==> src/hw/tpcdm_regs.svh <==
// Register offsets, field positions, reset values and timing counts of the transmit pin control block.
`ifndef TPCDM_REGS_SVH
`define TPCDM_REGS_SVH
`define TPCDM_ADR_CTRL 4'h0
`define TPCDM_ADR_STAT 4'h4
`define TPCDM_ADR_IRQ_STAT 4'h8
`define TPCDM_ADR_IRQ_MASK 4'hc
`define TPCDM_CTRL_HOST_MODE 0
`define TPCDM_CTRL_RATE_LO 1
`define TPCDM_CTRL_RATE_HI 2
`define TPCDM_CTRL_TX_EN 3
`define TPCDM_CTRL_RESET 32'h0000_0008
`define TPCDM_STAT_FLAG 0
`define TPCDM_STAT_BUILD_OUT 1
`define TPCDM_STAT_ALL_ONES 2
`define TPCDM_IRQ_FLAG_SET 0
`define TPCDM_IRQ_FLAG_CLR 1
`define TPCDM_IRQ_BITS 2
`define TPCDM_DMON_PERIODS 128
`define TPCDM_CNT_W 8
`endif

==> src/hw/tpcdm_pkg.sv <==
// Types shared by the transmit pin control and drive monitor block.
package tpcdm_pkg;
  typedef enum logic [1:0] {
    TPCDM_RATE_E3 = 2'h0,
    TPCDM_RATE_DS3 = 2'h1,
    TPCDM_RATE_STS1 = 2'h2,
    TPCDM_RATE_RSVD = 2'h3
  } tpcdm_rate_e;
  typedef enum logic [2:0] {
    TPCDM_ST_IDLE = 3'b001,
    TPCDM_ST_ACK = 3'b010,
    TPCDM_ST_GAP = 3'b100
  } tpcdm_bus_e;
endpackage

==> src/hw/tpcdm_top.sv <==
// Transmit all-ones select, build-out select and drive monitor with a Wishbone slave.
`include "tpcdm_regs.svh"
`timescale 1ns/100ps
`default_nettype none
// The transmit clock arrives as a rate enable pulse from the board divider;
// all counting is done in transmit clock periods, so 125 MHz sets no figure.
module tpcdm_top (
  input wire logic ref_clk,
  input wire logic nrst,
  input wire logic transmit_clock,
  input wire logic all_ones_select,
  input wire logic build_out_select,
  input wire logic monitor_in_pos,
  input wire logic monitor_in_neg,
  input wire logic data_pos,
  input wire logic data_neg,
  input wire logic wb_cyc_i,
  input wire logic wb_stb_i,
  input wire logic wb_we_i,
  input wire logic [3:0] wb_adr_i,
  input wire logic [3:0] wb_sel_i,
  input wire logic [31:0] wb_dat_i,
  output logic [31:0] wb_dat_o,
  output logic wb_ack_o,
  output logic line_out_pos,
  output logic line_out_neg,
  output logic build_out_en,
  output logic drive_monitor_flag,
  output logic irq
);

  ////////////////////////////////////////////////////////////////////////////
  logic [31:0] ctrl_r;
  logic [`TPCDM_IRQ_BITS-1:0] irq_stat_r;
  logic [`TPCDM_IRQ_BITS-1:0] irq_mask_r;
  logic [`TPCDM_IRQ_BITS-1:0] irq_evt;
  logic [`TPCDM_CNT_W-1:0] idle_cnt_r;
  logic polarity_r;
  logic flag_nxt;
  logic host_mode;
  logic high_rate;
  logic all_ones_on;
  logic mon_pulse;
  logic wr_stb;
  logic [31:0] rd_data;
  tpcdm_pkg::tpcdm_rate_e rate;

  assign host_mode = ctrl_r[`TPCDM_CTRL_HOST_MODE];
  assign rate = tpcdm_pkg::tpcdm_rate_e'(ctrl_r[`TPCDM_CTRL_RATE_HI:`TPCDM_CTRL_RATE_LO]);
  assign high_rate = (rate == tpcdm_pkg::TPCDM_RATE_DS3) || (rate == tpcdm_pkg::TPCDM_RATE_STS1);
  assign all_ones_on = all_ones_select && !host_mode;
  // Either rail high is a bipolar mark seen on the line.
  assign mon_pulse = monitor_in_pos || monitor_in_neg;

  ////////////////////////////////////////////////////////////////////////////
  // Line output: in all-ones mode the mark alternates rails each period.
  always_ff @(posedge ref_clk or negedge nrst) begin
    if (!nrst) begin
      line_out_pos <= 1'b0;
      line_out_neg <= 1'b0;
      polarity_r <= 1'b0;
    end else if (transmit_clock) begin
      if (!ctrl_r[`TPCDM_CTRL_TX_EN]) begin
        line_out_pos <= 1'b0;
        line_out_neg <= 1'b0;
      end else if (all_ones_on) begin
        line_out_pos <= !polarity_r;
        line_out_neg <= polarity_r;
        polarity_r <= !polarity_r;
      end else begin
        line_out_pos <= data_pos;
        line_out_neg <= data_neg;
      end
    end
  end

  ////////////////////////////////////////////////////////////////////////////
  // Build-out enable; outside DS3/STS-1 hardware mode the stage stays enabled.
  always_ff @(posedge ref_clk or negedge nrst) begin
    if (!nrst) begin
      build_out_en <= 1'b1;
    end else if (high_rate && !host_mode) begin
      build_out_en <= !build_out_select;
    end else begin
      build_out_en <= 1'b1;
    end
  end

  ////////////////////////////////////////////////////////////////////////////
  // Drive monitor. The count saturates so the flag cannot fall by wrap-around.
  always_comb begin
    flag_nxt = drive_monitor_flag;
    if (mon_pulse) begin
      flag_nxt = 1'b0;
    end else if (transmit_clock && (idle_cnt_r == `TPCDM_CNT_W'(`TPCDM_DMON_PERIODS - 1))) begin
      flag_nxt = 1'b1;
    end
  end

  always_ff @(posedge ref_clk or negedge nrst) begin
    if (!nrst) begin
      idle_cnt_r <= '0;
    end else if (mon_pulse) begin
      idle_cnt_r <= '0;
    end else if (transmit_clock && (idle_cnt_r != `TPCDM_CNT_W'(`TPCDM_DMON_PERIODS - 1))) begin
      idle_cnt_r <= idle_cnt_r + `TPCDM_CNT_W'(1);
    end
  end

  always_ff @(posedge ref_clk or negedge nrst) begin
    if (!nrst) begin
      drive_monitor_flag <= 1'b0;
    end else begin
      drive_monitor_flag <= flag_nxt;
    end
  end

  ////////////////////////////////////////////////////////////////////////////
  // Interrupts: flag rise and flag fall events, write one to clear.
  assign irq_evt[`TPCDM_IRQ_FLAG_SET] = flag_nxt && !drive_monitor_flag;
  assign irq_evt[`TPCDM_IRQ_FLAG_CLR] = !flag_nxt && drive_monitor_flag;
  assign wr_stb = wb_cyc_i && wb_stb_i && wb_we_i && !wb_ack_o;

  always_ff @(posedge ref_clk or negedge nrst) begin
    if (!nrst) begin
      irq_stat_r <= '0;
    end else begin
      // A new event wins over a clear written in the same cycle.
      if (wr_stb && wb_adr_i == `TPCDM_ADR_IRQ_STAT && wb_sel_i[0]) begin
        irq_stat_r <= (irq_stat_r & ~wb_dat_i[`TPCDM_IRQ_BITS-1:0]) | irq_evt;
      end else begin
        irq_stat_r <= irq_stat_r | irq_evt;
      end
    end
  end

  always_ff @(posedge ref_clk or negedge nrst) begin
    if (!nrst) begin
      irq <= 1'b0;
    end else begin
      irq <= |(irq_stat_r & irq_mask_r);
    end
  end

  ////////////////////////////////////////////////////////////////////////////
  // Wishbone registers, byte lane 0 only carries defined bits.
  always_ff @(posedge ref_clk or negedge nrst) begin
    if (!nrst) begin
      ctrl_r <= `TPCDM_CTRL_RESET;
      irq_mask_r <= '0;
    end else if (wr_stb && wb_sel_i[0]) begin
      if (wb_adr_i == `TPCDM_ADR_CTRL) begin
        ctrl_r <= {28'h0000000, wb_dat_i[3:0]};
      end
      if (wb_adr_i == `TPCDM_ADR_IRQ_MASK) begin
        irq_mask_r <= wb_dat_i[`TPCDM_IRQ_BITS-1:0];
      end
    end
  end

  always_comb begin
    rd_data = 32'h0000_0000;
    case (wb_adr_i)
      `TPCDM_ADR_CTRL: rd_data = ctrl_r;
      `TPCDM_ADR_STAT: begin
        rd_data[`TPCDM_STAT_FLAG] = drive_monitor_flag;
        rd_data[`TPCDM_STAT_BUILD_OUT] = build_out_en;
        rd_data[`TPCDM_STAT_ALL_ONES] = all_ones_on;
      end
      `TPCDM_ADR_IRQ_STAT: rd_data[`TPCDM_IRQ_BITS-1:0] = irq_stat_r;
      `TPCDM_ADR_IRQ_MASK: rd_data[`TPCDM_IRQ_BITS-1:0] = irq_mask_r;
      default: rd_data = 32'h0000_0000;
    endcase
  end

  // Ack one cycle after the strobe, then drop; unmapped addresses read zero.
  always_ff @(posedge ref_clk or negedge nrst) begin
    if (!nrst) begin
      wb_ack_o <= 1'b0;
      wb_dat_o <= 32'h0000_0000;
    end else begin
      wb_ack_o <= wb_cyc_i && wb_stb_i && !wb_ack_o;
      wb_dat_o <= rd_data;
    end
  end

endmodule
`default_nettype wire

==> config.mk <==
export PLATFORM = sky130hd
export DESIGN_NAME = tpcdm_top
export DESIGN_NICKNAME = d
export VERILOG_FILES = /design/src/hw/tpcdm_pkg.sv /design/src/hw/tpcdm_top.sv
export VERILOG_INCLUDE_DIRS = /design/src /design/src/hw
export SDC_FILE = /design/constraint.sdc
export NUM_CORES = 1
export LEC_CHECK = 0
export ABC_CLOCK_PERIOD_IN_PS = 1800
export BUFFER_PORTS_ARGS = -buffer_cell sky130_fd_sc_hd__clkbuf_2
export CELL_PAD_IN_SITES_DETAIL_PLACEMENT = 0
export CELL_PAD_IN_SITES_GLOBAL_PLACEMENT = 2
export CORE_MARGIN = 2
export CORE_UTILIZATION = 24
export DETAILED_ROUTE_END_ITERATION = 10
export PLACE_DENSITY_LB_ADDON = 0.15
export SLEW_MARGIN = 20
export SYNTH_ARGS = -nofsm -noshare
export SYNTH_HDL_FRONTEND = slang
export SYNTH_SLANG_ARGS = --single-unit
==> constraint.sdc <==
create_clock -name ref_clk -period 1.8 [get_ports ref_clk]
set_input_delay 0 -clock ref_clk [delete_from_list [all_inputs] [get_ports ref_clk]]
set_output_delay 0 -clock ref_clk [all_outputs]
set_load 0.01 [all_outputs]
# --- After elaboration in Yosys (flattened, before gate mapping) ---
# Cells that the tools add are included.
totals:
  inputBits: 52
  out_inout_bits: 38
  reg_bits: 55
classes:
  reduce_logical: 27
  add_sub_neg: 1
  eq_ne: 7
  muxes: 13
  n_bitwise: 5
ops:
  columns: ["op", "n"]
  rows:
  - ["two-way mux 8 bit", 2]
  - ["logical AND 1 bit", 13]
  - ["adder 8 x 1 -> 8 bit, second input constant", 1]
  - ["equality test 4 bit, second input constant", 2]
  - ["equality test 8 x 7 -> 1 bit, second input constant", 1]
  - ["two-way mux 1 bit", 8]
  - ["!= test 8 x 7 -> 1 bit, second input constant", 1]
  - ["case mux 2 bit (4 select lines)", 1]
  - ["logical NOT 1 bit", 6]
  - ["AND 2 bit", 2]
  - ["equality test 4 x 3 -> 1 bit, second input constant", 1]
  - ["logical NOT 4 bit", 1]
  - ["bitwise OR 2 bit", 2]
  - ["AND reduction 2 bit", 2]
  - ["AND reduction 3 bit", 1]
  - ["equality test 2 x 1 -> 1 bit, second input constant", 1]
  - ["equality test 2 bit, second input constant", 1]
  - ["logical OR 1 bit", 2]
  - ["two-way mux 2 bit", 1]
  - ["inverter 2 bit", 1]
  - ["case mux 1 bit (2 select lines)", 1]
  - ["nonzero test 2 bit", 1]
  - ["OR reduction 2 bit", 1]

# --- Longest topological paths before layout ---
logic_depth:
  depth_word: 8
  depth_mapped: 4
  ltp_nobuf: 4

# --- Worst setup path before layout ---
# No wires, ideal clock.
synth_path:
  path_kind: "reg-to-reg"
  start: "reg wb_ack_o"
  end: "reg ctrl_r[0]"
  t_required_ns: 1.675
  arrival_time_ns: 1.291
  path_slack_ns: 0.384
  path_stages_with_launch: 5
  path_cell_list: "dfrtp_1 > and3b_1 > clkbuf_1 > and3b_2 > mux2_2"
synth_via:
  elab_chain_len: 4
synth_rtl:
  columns: ["item", "line_no", "source"]
  rows:
  - ["from (decl)", "tpcdm_top.sv:24", "output logic wb_ack_o,"]
  - ["from (signal assigned)", "tpcdm_top.sv:182", "wb_ack_o <= wb_cyc_i && wb_stb_i && !wb_ack_o;"]
  - ["logical NOT 1 bit", "tpcdm_top.sv:122", "assign wr_stb = wb_cyc_i && wb_stb_i && wb_we_i && !wb_ack_o;"]
  - ["logical AND 1 bit", "tpcdm_top.sv:122", null]
  - ["logical AND 1 bit", "tpcdm_top.sv:151", "end else if (wr_stb && wb_sel_i[0]) begin"]
  - ["AND reduction 2 bit (no line)", null, null]
  - ["to (signal assigned)", "tpcdm_top.sv:149", "ctrl_r <= `TPCDM_CTRL_RESET;"]
  - ["to (signal assigned)", "tpcdm_top.sv:153", "ctrl_r <= {28'h0000000, wb_dat_i[3:0]};"]
  - ["to (decl)", "tpcdm_top.sv:33", "logic [31:0] ctrl_r;"]
# No other way between the ends.
# A chain may end at the register's enable or synchronous reset.

# --- Worst setup path after layout ---
layout_path:
  start: "reg irq_mask_r[1]"
  end: "reg wb_dat_o[1]"
layout_via:
  elab_chain_len: 1
layout_rtl:
  columns: ["item", "line_no", "source"]
  rows:
  - ["from (decl)", "tpcdm_top.sv:35", "logic [`TPCDM_IRQ_BITS-1:0] irq_mask_r;"]
  - ["from (signal assigned)", "tpcdm_top.sv:156", "irq_mask_r <= wb_dat_i[`TPCDM_IRQ_BITS-1:0];"]
  - ["case mux 2 bit (4 select lines)", "tpcdm_top.sv:163", "case (wb_adr_i)"]
  - ["named net rd_data[1]", "tpcdm_top.sv:45", "logic [31:0] rd_data;"]
  - ["to (signal assigned)", "tpcdm_top.sv:183", "wb_dat_o <= rd_data;"]
  - ["to (decl)", "tpcdm_top.sv:23", "output logic [31:0] wb_dat_o,"]
# The timed path passes the listed nets, and every way through them passes these cells.

==> impl_metrics.py <==
metrics = {
    "status": {
        "outcome": "complete, no violations",
    },
    "clocking": {
        "root_buffer": "clkbuf_8",
        "clk_pin_slew_worst_paths_ns": 0.09,
        "cts_resized": 0,
        "cts_tree": "done",
        "clock_latency_ns": 0.27,
        "cts.sinks": 27,
        "cts_buffer_depth": 2,
        "cts-buffers-inserted": 3,
        "cts-htree-levels": 1,
    },
    "floorplanning": {
        "num_io_pins": 90,
        "die_y_microns": 83.0,
        "core_area_sq_mm": 0.00599,
        "die_w_microns": 83.0,
        "num_rows": 28,
        "dieArea_sq_mm": 0.00689,
        "initial_utilization": 0.250,
    },
    "setup_path": {
        "cpMaxStageDelayCell": "dlygate4sd3_1",
        "cp_num_buf_inv": 1,
        "path_class": "flip-flop to flip-flop",
        "crit_path_max_incr_delay_ns": 0.55,
        "critical_path_required_ns": 1.96,
        "worst-r2r-setup-slack_ns": 0.12,
        "crit_family": "buffers and inverters",
        "cp.arrival_ns": 1.84,
        "crit_chain": "mux4_2 > nor3b_1 > dlygate4sd3_1",
        "cp-start-kind": "flip-flop",
        "cp_max_fo": 3,
        "crit_path_end_kind": "flip-flop",
    },
    "placed_design": {
        "hpwlAfterDp_microns": 2410,
        "placed_area_sq_mm": 0.00161,
        "portBuffers": 30,
        "pre_cts_ws_ns": 0.376,
        "place_congestion": 0.728,
    },
    "routing": {
        "drt-initial-drc-count": 45,
        "route.detailed.drc": 0,
        "dr.pass1.iters": 5,
        "dr_total_vias": 1075,
        "wl_per_cell_microns": 12.3,
        "drt-vias-per-instance": 4.30,
        "antenna_left": 0,
        "drt-total-wl_microns": 3070,
    },
    "global_routing": {
        "grt_max_degree": 28,
        "track_usage": 0.0936,
        "grt_overflow": 0,
        "antenna_found_initial": 0,
        "first_global_vias": 1038,
        "grt_pass1_wl_microns": 5290,
    },
    "sta": {
        "timing.fmax_ghz": 0.595,
        "setup_tns_ns": 0,
        "tightest_slew_ns": 0.667,
        "slew_headroom": 0.556,
        "clock_skew_ns": 0.00252,
        "finalHoldViolations": 0,
        "finalSetupViolCount": 0,
        "drv_slew": 0,
        "rsz0062_at_grt": "no",
        "fin_crit_ns": 1.68,
        "final.period_utilization": 0.934,
        "setup_ws_ns": 0.119,
    },
    "synth": {
        "synth_fa_ha_area_frac": 0.00835,
        "synth_top_family_by_area": "buffers and inverters",
        "syn_inst": 139,
        "ys_seq_area_frac": 0.452,
        "ys_types": 41,
        "synthXorXnorAreaFrac": 0.0117,
        "synth_seq_cells": 27,
        "syn_area_per_cell_sq_um": 10.8,
        "synth_compound_area_frac": 0.0993,
        "synth_warnings": 0,
        "yosys.area_share.simple": 0.161,
        "synthMuxAreaShare": 0.103,
        "syn_area_sq_mm": 0.00150,
    },
    "layout": {
        "area_delta_synth_final_pct": 16.2,
        "drive_gt1_frac": 0.286,
        "diodes": 0,
        "nFillCells": 664,
        "num-nets-final": 229,
        "final_area_sq_mm": 0.00174,
    },
    "pwr": {
        "p_per_area_mw_per_mm2": 670,
        "vdd_drop_max_mv": 0.331,
        "p_leak_uw": 0.000851,
    },
    "job": {
        "drv_cap": 0,
    },
    "hold_path": {
        "hold_path_class": "input pin to flip-flop",
    },
}
## Yosys cell counts
cell / n / area share
o31a_1: 1 / 0.0058
nand4_1: 3 / 0.013
a41oi_1: 1 / 0.0058
and3_1: 3 / 0.013
dfrtp_1: 25 / 0.42
nand2b_1: 1 / 0.0042
nor3b_1: 6 / 0.030
a211oi_1: 1 / 0.0050
or4_1: 1 / 0.0050
nor3_1: 3 / 0.010
or3_1: 2 / 0.0083
o311a_1: 1 / 0.0067
dfstp_2: 2 / 0.035
nor2_1: 5 / 0.013
and3b_1: 2 / 0.012
or2_2: 1 / 0.0042
clkbuf_1: 3 / 0.0075
mux2i_1: 3 / 0.020
buf_2: 1 / 0.0033
nand3_1: 2 / 0.0067
ha_1: 1 / 0.0083
a21oi_1: 4 / 0.013
mux4_2: 2 / 0.030
xor2_1: 2 / 0.012
nand3b_1: 1 / 0.0050
o21ai_0: 2 / 0.0067
a31o_2: 1 / 0.0058
and3b_2: 1 / 0.0067
o21a_1: 2 / 0.010
a22o_1: 3 / 0.018
mux2_2: 7 / 0.053
inv_1: 3 / 0.0075
o2111a_1: 1 / 0.0075
and4_1: 1 / 0.0058
conb_1: 1 / 0.0025
clkbuf_2: 1 / 0.0033
buf_4: 28 / 0.14
nand4_2: 1 / 0.0083
o22ai_1: 2 / 0.0083
o21ba_2: 1 / 0.0067
nand2_1: 7 / 0.018
## layout make-up
type	instances	area, sq um	area share
sequential	27	678	0.389
clock buffer	3	41.3	0.0237
multi-input combinational	103	679	0.390
clock inverter	1	7.51	0.00431
timing repair buffer	38	230	0.132
inverter	3	11.3	0.00647
tap	75	93.8	0.0539
## tightest hold or removal path, delay by kind of cell
kind	cells	cell delay, ns
buffers and inverters	1	0.09
AND/OR/NAND/NOR	1	0.09
multiplexers	1	0.06
## stage by stage
step	hold slack [ns]	utilization	power, uW	instances
floorplan	-0.296	-	804	166
global placement	0.0771	0.269	821	238
detailed placement	0.0825	0.269	823	238
CTS	0.00137	0.291	1200	250
global route	0.00798	0.291	1240	250
finish	0.00844	0.291	1170	250
## kinds of logic after synthesis
kind of cell,count (synthesis)
flip-flops,27
other,1
XOR/XNOR,2
buffers and inverters,36
multiplexers,12
adder cells (fa/ha/maj),1
AND/OR/NAND/NOR,40
AO/OA/AOI/OAI,20
## metal layers
layer / vias to the layer above / share of wire / GRT usage
met2: 42 / 0.46 / 0.152
met5: - / 0 / 0
li1: 511 / - / -
met1: 520 / 0.46 / 0.120
met4: 0 / 0.0072 / 0.0179
met3: 2 / 0.073 / 0.0358
## state kept, by name, indices dropped and copies added (netlist names), 2 cells and up
| name | cells |
|---|---|
| wb_dat_o | 4 |
| irq_stat_r | 2 |
| irq_mask_r | 2 |
| idle_cnt_r | 8 |
| ctrl_r | 4 |
## placed cells by master, fill, tap and decap left out, types with 4 or more instances in the layout
cell           synthesis  final
dlygate4sd3_1          0      8
clkbuf_2               1     30
nand2_1                7      7
mux2_2                 7      7
a21oi_1                4      4
dfrtp_1               25     25
nor3b_1                6      6
nor2_1                 5      5
conb_1                 1     28
## worst paths after layout
path                                            from                            to  depth (start not counted)
max reg2reg                irq_mask_r[1]$_DFFE_PN0P_         wb_dat_o[1]$_DFF_PN0_                          3
min reg2reg                   polarity_r$_DFFE_PN0P_        polarity_r$_DFFE_PN0P_                          1
min                                   monitor_in_neg     idle_cnt_r[0]$_DFFE_PN0P_                          3
max                        irq_mask_r[1]$_DFFE_PN0P_         wb_dat_o[1]$_DFF_PN0_                          3
min in group asynchronous                       nrst         wb_dat_o[2]$_DFF_PN0_                          2
max in group asynchronous                       nrst  drive_monitor_flag$_DFF_PN0_                          2
## repair_timing
item | in CTS | in global routing
endpoints found under the hold margin | 32 | 0
hold buffers | 8 | 0
buffers inserted | 0 | 0
## power by group
part           switching [uW]  leakage, uW  internal, uW
logic                    91.9     0.000464          70.7
clock network             187    0.0000217           157
registers                23.6     0.000365           637
total                     303     0.000851           864
Power figures use the tool's default switching activity.
